### config.mk
export PLATFORM = sky130hd
export DESIGN_NAME = mst_top
export DESIGN_NICKNAME = d
export VERILOG_FILES = /design/src/mst_pkg.sv /design/src/mst_cell.sv /design/src/mst_wb_slave.sv /design/src/mst_top.sv
export SDC_FILE = /design/constraint.sdc
export NUM_CORES = 2
export LEC_CHECK = 0
export ABC_AREA = 1
export BUFFER_PORTS_ARGS = -buffer_cell sky130_fd_sc_hd__buf_2
export CAP_MARGIN = 10
export CELL_PAD_IN_SITES_DETAIL_PLACEMENT = 1
export CELL_PAD_IN_SITES_GLOBAL_PLACEMENT = 1
export CORE_MARGIN = 1
export CORE_UTILIZATION = 38
export DETAILED_ROUTE_END_ITERATION = 12
export PLACE_DENSITY = 0.75
export SYNTH_ARGS = -nofsm -noshare
export SYNTH_HDL_FRONTEND = slang
export SYNTH_HIERARCHICAL = 1
export SYNTH_SLANG_ARGS = --single-unit
export TNS_END_PERCENT = 20
### constraint.sdc
create_clock -name clk -period 6.6 [get_ports clk]
set_clock_uncertainty 0.05 [all_clocks]
set_input_delay 1.65 -clock clk [delete_from_list [all_inputs] [get_ports clk]]
set_output_delay 1.65 -clock clk [all_outputs]
set_load 0.1 [all_outputs]
### src/mst_pkg.sv
// How it works
// - the linearization enable and point enable are each a 0/1 setting, both reset to 0.
// - motion detect and zero tracking times take only 0 to 99, in tenths of a second.
// - data output select 0 outputs the held value and select 1 outputs the live input.
// - of the two moving-average settings, the one written last is the one applied.
// - an accepted write to one moving-average setting forces the other to zero.
// - settings live in volatile storage; a reload returns the saved copy, updated only by save-all and set to defaults by reset.
// - a value outside the legal set of its command is ignored and the setting is kept.
//
// Purpose: constants and types of the measurement setting table
// Assumes: 32-bit classic wishbone, byte addressed registers four bytes apart
// Notes: setting tables are indexed by entry number
package mst_pkg;
  localparam int MST_N = 22;

  localparam logic [7:0] MST_ADR_CMD = 8'h00;
  localparam logic [7:0] MST_ADR_DATA = 8'h04;
  localparam logic [7:0] MST_ADR_STAT = 8'h08;

  localparam int MST_STAT_REJ = 0;
  localparam int MST_STAT_UNK = 1;
  localparam int MST_STAT_SAVED = 2;

  localparam logic [15:0] MST_CMD_SAVE = 16'd5003;
  localparam logic signed [31:0] MST_SAVE_KEY = 32'sd90;

  localparam int MST_IX_LIN_EN = 0;
  localparam int MST_IX_AVG_SEL = 11;
  localparam int MST_IX_AVG_DIR = 13;
  localparam int MST_IX_MOT_TIME = 14;
  localparam int MST_IX_ZT_TIME = 16;
  localparam int MST_IX_DATA_SEL = 21;

  localparam int MST_TIME_MAX = 99;
  localparam int MST_AVG_BASE = 16;

  localparam int MST_CMD [MST_N] = '{1200, 1201, 1202, 1203, 1204, 1205, 1402, 1403,
    1404, 1405, 2001, 2002, 2003, 2004, 2101, 2102, 2201, 2202, 2301, 2302, 2303, 2401};
  localparam int MST_MIN [MST_N] = '{0, 1, 0, 1, -99999, -99999, 0, 0,
    0, 0, 0, 0, 0, 0, 0, 0, 0, 0, 0, 0, -19999, 0};
  localparam int MST_MAX [MST_N] = '{1, 3, 1, 9999, 99999, 99999, 3, 3,
    99999, 1, 6, 8, 1, 2048, 99, 999, 99, 999, 1, 99999, 19999, 1};
  localparam int MST_DEF [MST_N] = '{0, 1, 0, 1, 0, 0, 0, 0,
    11000, 0, 4, 0, 1, 0, 15, 5, 0, 0, 1, 99999, 0, 0};

  typedef struct packed {
    logic data_sel;
    logic avg_direct;
    logic [11:0] avg_size;
    logic [6:0] motion_time;
    logic [6:0] zt_time;
  } mst_applied_t;
endpackage

### src/mst_cell.sv
// Purpose: one setting entry with volatile and saved copies
// Assumes: min, max and default given per entry
// Notes: reload has priority over a write in the same cycle
`timescale 1ns/1ps
module mst_cell #(
  parameter int MIN = 0,
  parameter int MAX = 1,
  parameter int DEF = 0
) (
  input wire logic clk,
  input wire logic reset,
  input wire logic wr_en,
  input wire logic signed [31:0] wdata,
  input wire logic clr_off,
  input wire logic save,
  input wire logic reload,
  output logic ok,
  output logic signed [31:0] value_r,
  output logic signed [31:0] saved_r
);
  assign ok = (wdata >= MIN) && (wdata <= MAX);

  always_ff @(posedge clk) begin
    if (reset) begin
      value_r <= DEF;
    end else if (reload) begin
      value_r <= saved_r;
    end else if (clr_off) begin
      value_r <= '0;
    end else if (wr_en && ok) begin
      value_r <= wdata;
    end
  end

  always_ff @(posedge clk) begin
    if (reset) begin
      saved_r <= DEF;
    end else if (save) begin
      saved_r <= value_r;
    end
  end
endmodule

### src/mst_wb_slave.sv
// Purpose: classic wishbone handshake and address decode
// Assumes: master holds the request until it sees ack
// Notes: ack comes one cycle after the request and lasts one cycle
`timescale 1ns/1ps
module mst_wb_slave (
  input wire logic clk,
  input wire logic reset,
  input wire logic wb_cyc_i,
  input wire logic wb_stb_i,
  input wire logic [7:0] wb_adr_i,
  output logic ack_r,
  output logic start,
  output logic fire,
  output logic sel_cmd,
  output logic sel_data,
  output logic sel_stat
);
  import mst_pkg::*;

  wire req = wb_cyc_i && wb_stb_i;

  assign start = req && !ack_r;
  assign fire = req && ack_r;
  assign sel_cmd = wb_adr_i == MST_ADR_CMD;
  assign sel_data = wb_adr_i == MST_ADR_DATA;
  assign sel_stat = wb_adr_i == MST_ADR_STAT;

  always_ff @(posedge clk) begin
    if (reset) begin
      ack_r <= 1'b0;
    end else begin
      ack_r <= start;
    end
  end
endmodule

### src/mst_top.sv
// Purpose: command numbered setting store reached over wishbone
// Assumes: held and live values come from logic on the same clock
// Notes: reload models the power cycle that restores saved settings
//
// Our own choices: the register offsets and the Wishbone slave port.
`timescale 1ns/1ps
module mst_top (
  input wire logic clk,
  input wire logic reset,
  input wire logic wb_cyc_i,
  input wire logic wb_stb_i,
  input wire logic wb_we_i,
  input wire logic [7:0] wb_adr_i,
  input wire logic [3:0] wb_sel_i,
  input wire logic [31:0] wb_dat_i,
  output logic [31:0] wb_dat_o,
  output logic wb_ack_o,
  input wire logic reload,
  input wire logic signed [31:0] held_value,
  input wire logic signed [31:0] live_value,
  output logic signed [31:0] data_out,
  output mst_pkg::mst_applied_t applied,
  output logic [31:0] setting_vals [mst_pkg::MST_N]
);
  import mst_pkg::*;

  ////////////////////////////////////////////////////////////////////////////////
  // bus front end

  logic start;
  logic fire;
  logic sel_cmd;
  logic sel_data;
  logic sel_stat;

  mst_wb_slave u_wb (
    .clk(clk),
    .reset(reset),
    .wb_cyc_i(wb_cyc_i),
    .wb_stb_i(wb_stb_i),
    .wb_adr_i(wb_adr_i),
    .ack_r(wb_ack_o),
    .start(start),
    .fire(fire),
    .sel_cmd(sel_cmd),
    .sel_data(sel_data),
    .sel_stat(sel_stat)
  );

  logic [15:0] cmd_r;
  logic [2:0] stat_r;
  logic [2:0] stat_nxt;
  logic [31:0] dat_o_r;
  logic avg_direct_r;
  logic avg_direct_nxt;
  logic signed [31:0] data_out_r;
  mst_applied_t applied_r;
  mst_applied_t applied_nxt;

  ////////////////////////////////////////////////////////////////////////////////
  // setting entries

  logic signed [31:0] vals [MST_N];
  logic signed [31:0] saved [MST_N];
  logic [MST_N-1:0] hit;
  logic [MST_N-1:0] ok;
  logic [MST_N-1:0] clr;
  logic signed [31:0] cur_val;
  logic signed [31:0] wdata;

  wire wr_data = fire && wb_we_i && sel_data;
  wire wr_cmd = fire && wb_we_i && sel_cmd;
  wire wr_stat = fire && wb_we_i && sel_stat;
  wire hit_any = |hit;
  wire is_save = cmd_r == MST_CMD_SAVE;
  wire ok_sel = |(hit & ok);
  wire accept = wr_data && hit_any && ok_sel;
  wire rejected = wr_data && hit_any && !ok_sel;
  wire save_go = wr_data && is_save && (wdata == MST_SAVE_KEY);
  wire save_bad = wr_data && is_save && (wdata != MST_SAVE_KEY);
  wire unknown = wr_data && !hit_any && !is_save;
  wire acc_sel = accept && hit[MST_IX_AVG_SEL];
  wire acc_dir = accept && hit[MST_IX_AVG_DIR];

  genvar g;
  generate
    for (g = 0; g < MST_N; g++) begin : g_cell
      assign hit[g] = cmd_r == 16'(MST_CMD[g]);
      assign setting_vals[g] = vals[g];
      mst_cell #(
        .MIN(MST_MIN[g]),
        .MAX(MST_MAX[g]),
        .DEF(MST_DEF[g])
      ) u_cell (
        .clk(clk),
        .reset(reset),
        .wr_en(wr_data && hit[g]),
        .wdata(wdata),
        .clr_off(clr[g]),
        .save(save_go),
        .reload(reload),
        .ok(ok[g]),
        .value_r(vals[g]),
        .saved_r(saved[g])
      );
    end
  endgenerate

  // the other moving-average setting drops to off
  always_comb begin
    clr = '0;
    clr[MST_IX_AVG_DIR] = acc_sel;
    clr[MST_IX_AVG_SEL] = acc_dir;
  end

  // read mux and byte merge against the addressed value
  always_comb begin
    cur_val = '0;
    for (int i = 0; i < MST_N; i++) begin
      if (hit[i]) begin
        cur_val = vals[i];
      end
    end
  end

  always_comb begin
    wdata = cur_val;
    for (int b = 0; b < 4; b++) begin
      if (wb_sel_i[b]) begin
        wdata[b*8 +: 8] = wb_dat_i[b*8 +: 8];
      end
    end
  end

  ////////////////////////////////////////////////////////////////////////////////
  // command, status and read data

  always_comb begin
    stat_nxt = stat_r;
    if (wr_stat) begin
      stat_nxt = stat_r & ~wb_dat_i[2:0];
    end
    if (rejected || save_bad) begin
      stat_nxt[MST_STAT_REJ] = 1'b1;
    end
    if (unknown) begin
      stat_nxt[MST_STAT_UNK] = 1'b1;
    end
    if (save_go) begin
      stat_nxt[MST_STAT_SAVED] = 1'b1;
    end
  end

  wire [31:0] rd_mux = sel_cmd ? {16'h0000, cmd_r} :
                       sel_data ? cur_val :
                       sel_stat ? {29'h0000000, stat_r} : 32'h00000000;

  always_ff @(posedge clk) begin
    if (reset) begin
      cmd_r <= 16'h0000;
      stat_r <= 3'h0;
      dat_o_r <= 32'h00000000;
    end else begin
      if (wr_cmd) begin
        cmd_r <= (cmd_r & ~{{8{wb_sel_i[1]}}, {8{wb_sel_i[0]}}}) |
                 (wb_dat_i[15:0] & {{8{wb_sel_i[1]}}, {8{wb_sel_i[0]}}});
      end
      stat_r <= stat_nxt;
      if (start) begin
        dat_o_r <= rd_mux;
      end
    end
  end

  assign wb_dat_o = dat_o_r;

  ////////////////////////////////////////////////////////////////////////////////
  // settings applied to the measurement path

  always_comb begin
    avg_direct_nxt = avg_direct_r;
    // a reload restores the mode of whichever setting comes back non-zero
    if (reload) begin
      avg_direct_nxt = saved[MST_IX_AVG_SEL] == 0;
    end else if (acc_dir) begin
      avg_direct_nxt = 1'b1;
    end else if (acc_sel) begin
      avg_direct_nxt = 1'b0;
    end
  end

  wire [3:0] avg_code = vals[MST_IX_AVG_SEL][3:0];
  wire [11:0] avg_from_sel = (avg_code == 4'h0) ? 12'h000 :
                             12'(MST_AVG_BASE << (avg_code - 4'h1));
  wire [11:0] avg_from_dir = (vals[MST_IX_AVG_DIR] < 2) ? 12'h000 :
                             vals[MST_IX_AVG_DIR][11:0];

  always_comb begin
    applied_nxt.data_sel = vals[MST_IX_DATA_SEL][0];
    applied_nxt.avg_direct = avg_direct_nxt;
    applied_nxt.avg_size = avg_direct_r ? avg_from_dir : avg_from_sel;
    applied_nxt.motion_time = vals[MST_IX_MOT_TIME][6:0];
    applied_nxt.zt_time = vals[MST_IX_ZT_TIME][6:0];
  end

  always_ff @(posedge clk) begin
    if (reset) begin
      avg_direct_r <= 1'b0;
      applied_r <= '0;
      data_out_r <= '0;
    end else begin
      avg_direct_r <= avg_direct_nxt;
      applied_r <= applied_nxt;
      data_out_r <= vals[MST_IX_DATA_SEL][0] ? live_value : held_value;
    end
  end

  assign applied = applied_r;
  assign data_out = data_out_r;
endmodule

==> reports/qor.txt <==
TritonCTS Buffers = 178
Largest net degree at the start of global routing = 97
Origin of the worst min-delay path = g_cell[14].u_cell/saved_r[3]
Synthesized-area fraction occupied by ao, oa, aoi and oai cells = 22.1%
Pwr Density = 244 nW/um2
Top cells by area, synth = sky130_fd_sc_hd__dfxtp_1 38%, sky130_fd_sc_hd__nand2_1 10%, sky130_fd_sc_hd__a21oi_1 8.6%
Synth Area per Inst = 6.93 um2
Synthesized flop and latch total = 1520
Top FF cell, synth = sky130_fd_sc_hd__dfxtp_1
Critical Path Start Type = flop
Data required time at the worst endpoint = 7310 ps
Count of max-cap constraint violations = 0
HPWL reported at the end of detailed placement = 358000 um
Area share of the largest cell type after synthesis = 38.2%
Maximum clock frequency = 128 MHz
Cell at the root of the clock tree = sky130_fd_sc_hd__clkbuf_16
Initial Util = 38.4%
Most frequent cell on the critical path = sky130_fd_sc_hd__nand4_1
Worst IR drop on VDD = 308 uV
Sequential cell area = 30400 um2
Headroom to the max-slew limit = 17.3%
CTS tree = built
# nets final = 13300
Post-Synth XOR/XNOR Area = 0%
Worst-case register-to-register setup slack = -1220 ps
Fraction of final layout cells with drive strength greater than 1 = 25.9%
Number of antenna violations at the first check in global routing = 38
Overall fraction of global-route tracks in use = 43.8%
Clk_lat worst skew = 900 ps
Overflow left after global routing = 0
DRC violations left = 0
Top-level I/O count = 911
Worst setup path class = flop to flop
Critical path's largest stage delay = 620 ps
Data arrival time at the worst-slack endpoint = 8530 ps
Cells on worst reg2reg path = 41
Final hold vios = 0
Post-synth ARST share = 0%
Multi-input gate area = 41000 um2
FILL cells = 26300
Violation count after the first detailed-routing iteration = 11700
Core box area = 208000 um2
Count of distinct cell types in the synthesized netlist = 59
Final setup viols = 961
Proportion of synthesized area in mux cells = 0.0126%
Clock net sink count = 1520
CTS clk-pin slew, worst paths = 60 ps
Post-synthesis share of cell area spent on full adders, half adders and majority gates = 0%
Routed wire length per instance = 30.8 um
Mean number of vias per cell = 6.02
Cell count after synthesis = 11500
Routability-driven placement congestion ratio = 1.07
Final cell utilization of the core = 50.4%
Wire length of the first global-routing pass = 672000 um
Detailed Routing Iterations Pass 1 = 6
Static power due to leakage = 47.4 nW
Number of flops mapped to enable cells by yosys = 0
RSZ-0062 raised after global routing = yes
Via count = 96900
Number of global-route vias before repair = 93000
Final Worst Setup Slack = -1220 ps
Syn Std Cell Area = 79700 um2
Die outline height = 460 um
Cell accounting for the most synthesized area = sky130_fd_sc_hd__dfxtp_1
Combinational family with the most area after synthesis = simple AND/OR/NAND/NOR gates
Area added between synthesis and finish = 31.2%
Count of input and output buffers = 910
Total die area = 212000 um2
Maximum fanout count along the critical path = 7
Post-route total power = 25.6 mW
Number of hold buffers added after cts = 0
Transition time at the pin with the least slew margin = 1240 ps
Worst hold path type = flop to flop
Area fraction in and, or, nand and nor cells after synthesis = 28.0%
Failing checks = negative setup slack
Pins Over Slew Limit = 0
Number of instances on the worst hold path = 2
Period Utilization, post-route = 119%
Count of antenna-violating nets left after detailed routing = 0
Crit-path slowest cell = sky130_fd_sc_hd__or4_4
YS warnings = 6
Final routed wirelength across all metal layers = 495000 um
Outcome = finished with violations
Final period demand of the worst path = 7820 ps
# H-tree levels = 4
Width of the die = 460 um
Type of destination of the critical path = flop
Max Buffers Root-to-Sink = 3
Sequential-to-total area share from yosys stat = 38.2%
Rows = 167
-- what timing repair did --
| action | CTS | global route |
|---|---|---|
| endpoints found under the hold margin | 0 | 0 |
| buffers inserted | 45 | 68 |
| pin swaps | 90 | 79 |
| resized for setup | 214 | 215 |
| cloned | 22 | 47 |
| setup endpoints to repair | 1412 | 1137 |
-- per-layer routing --
layer | vias up | wire, um | global-route usage [%]
li1 | 41100 | - | -
met1 | 48300 | 192000 | 55.6
met2 | 5953 | 207000 | 64.2
met3 | 1481 | 55200 | 11.7
met4 | 28 | 40400 | 30.3
met5 | - | 203 | 0
-- cell usage in the layout (no fill, tap or decap), types with 11 or more instances in the layout --
cell / netlist / final
sky130_fd_sc_hd__a21oi_1: 1375 / 1345
sky130_fd_sc_hd__buf_4: 32 / 1016
sky130_fd_sc_hd__nand3_2: 321 / 335
sky130_fd_sc_hd__inv_1: 1185 / 1152
sky130_fd_sc_hd__nand3_1: 553 / 533
sky130_fd_sc_hd__o21ai_0: 980 / 925
sky130_fd_sc_hd__buf_8: 0 / 15
sky130_fd_sc_hd__nor4_1: 22 / 18
sky130_fd_sc_hd__bufinv_16: 0 / 15
sky130_fd_sc_hd__o21ai_1: 78 / 128
sky130_fd_sc_hd__nor3_1: 39 / 38
sky130_fd_sc_hd__dfxtp_1: 1520 / 1513
sky130_fd_sc_hd__buf_2: 187 / 908
sky130_fd_sc_hd__nor3_2: 16 / 14
sky130_fd_sc_hd__nand2_4: 13 / 31
sky130_fd_sc_hd__nand4_1: 142 / 142
sky130_fd_sc_hd__nand2_2: 21 / 43
sky130_fd_sc_hd__clkinv_1: 28 / 23
sky130_fd_sc_hd__clkbuf_1: 412 / 32
sky130_fd_sc_hd__clkbuf_16: 0 / 220
sky130_fd_sc_hd__clkinv_2: 0 / 39
sky130_fd_sc_hd__buf_16: 0 / 37
sky130_fd_sc_hd__clkbuf_8: 13 / 45
sky130_fd_sc_hd__inv_2: 56 / 74
sky130_fd_sc_hd__nand2_1: 2164 / 2120
sky130_fd_sc_hd__diode_2: 0 / 14
sky130_fd_sc_hd__conb_1: 1 / 20
sky130_fd_sc_hd__nor2_4: 20 / 56
sky130_fd_sc_hd__buf_12: 3 / 177
sky130_fd_sc_hd__nor2_2: 63 / 73
sky130_fd_sc_hd__or2_2: 17 / 17
sky130_fd_sc_hd__nor2_1: 1406 / 1360
sky130_fd_sc_hd__a31oi_1: 11 / 11
sky130_fd_sc_hd__buf_6: 132 / 57
sky130_fd_sc_hd__a21oi_2: 142 / 162
sky130_fd_sc_hd__a22o_1: 424 / 424
sky130_fd_sc_hd__nand3_4: 14 / 20
-- worst max-delay path: cells and delay by family, from the launching register on --
family | cells | cell delay, ps
simple gates | 25 | 4170
flops | 1 | 320
buf+inv | 10 | 1350
compound gates | 6 | 1750
-- registers in the layout, summed over array words and instances (netlist names), named ones only --
name and cells:
applied 28, data_out 32, g_cell.u_cell/saved_r 704, g_cell.u_cell/value_r 704, stat_r 3, u_wb/ack_r 1
wb_dat_o 32
-- power breakdown --
part | total (mW) | switching (mW) | internal, mW
clock network | 10.7 | 4.53 | 6.17
registers | 9.91 | 0.483 | 9.42
logic | 4.95 | 3.83 | 1.12
total | 25.6 | 8.84 | 16.7
-- final timing paths --
check | end
worst max-delay path | g_cell[13].u_cell/value_r[29]
worst min-delay path | g_cell[14].u_cell/saved_r[3]
worst max register to register | g_cell[13].u_cell/value_r[29]
worst min register to register | g_cell[14].u_cell/saved_r[3]
-- metrics by stage --
step           hold slack (ps)  setup WS [ps]  std cells  instance area [um2]  setup TNS (ps)
2_1_floorplan              372            277      11500                79800               0
3_3_place_gp               381          -2580      15600                94300        -1662570
3_5_place_dp               398          -2600      15600                94300        -1687870
4_1_cts                    411           -636      16000               102000          -38300
5_1_grt                    431          -1270      16100               105000         -288520
6_report                   416          -1220      16100               105000         -309140
-- final cells by class --
class | instances | area share, %
inverters | 1269 | 4.60
repair inverters | 1 | 0.0155
well taps | 2788 | 3.33
diodes | 14 | 0.0335
repair buffers | 2250 | 17.8
multi-input cells | 7919 | 39.2
clock buffers | 259 | 5.06
flip-flops and latches | 1520 | 29.1
clock inverters | 61 | 0.850
-- cells by family after synthesis --
group,after synthesis
multiplexers,1
other,1
flip-flops,1520
AND/OR/NAND/NOR,4838
buffers and inverters,2081
AO/OA/AOI/OAI,3059
-- cell usage after synthesis (30+ instances only) --
| library cell | n |
|---|---|
| sky130_fd_sc_hd__o21ai_1 | 78 |
| sky130_fd_sc_hd__nand3_2 | 321 |
| sky130_fd_sc_hd__inv_2 | 56 |
| sky130_fd_sc_hd__buf_6 | 132 |
| sky130_fd_sc_hd__a21oi_1 | 1375 |
| sky130_fd_sc_hd__buf_4 | 32 |
| sky130_fd_sc_hd__inv_1 | 1185 |
| sky130_fd_sc_hd__nor3_1 | 39 |
| sky130_fd_sc_hd__nor2_1 | 1406 |
| sky130_fd_sc_hd__dfxtp_1 | 1520 |
| sky130_fd_sc_hd__nand4_1 | 142 |
| sky130_fd_sc_hd__nand3_1 | 553 |
| sky130_fd_sc_hd__buf_2 | 187 |
| sky130_fd_sc_hd__a21oi_2 | 142 |
| sky130_fd_sc_hd__buf_1 | 30 |
| sky130_fd_sc_hd__clkbuf_1 | 412 |
| sky130_fd_sc_hd__o21ai_0 | 980 |
| sky130_fd_sc_hd__nand2_1 | 2164 |
| sky130_fd_sc_hd__nor2_2 | 63 |
| sky130_fd_sc_hd__a22o_1 | 424 |
Note: power is estimated with default switching activity, not from simulation.
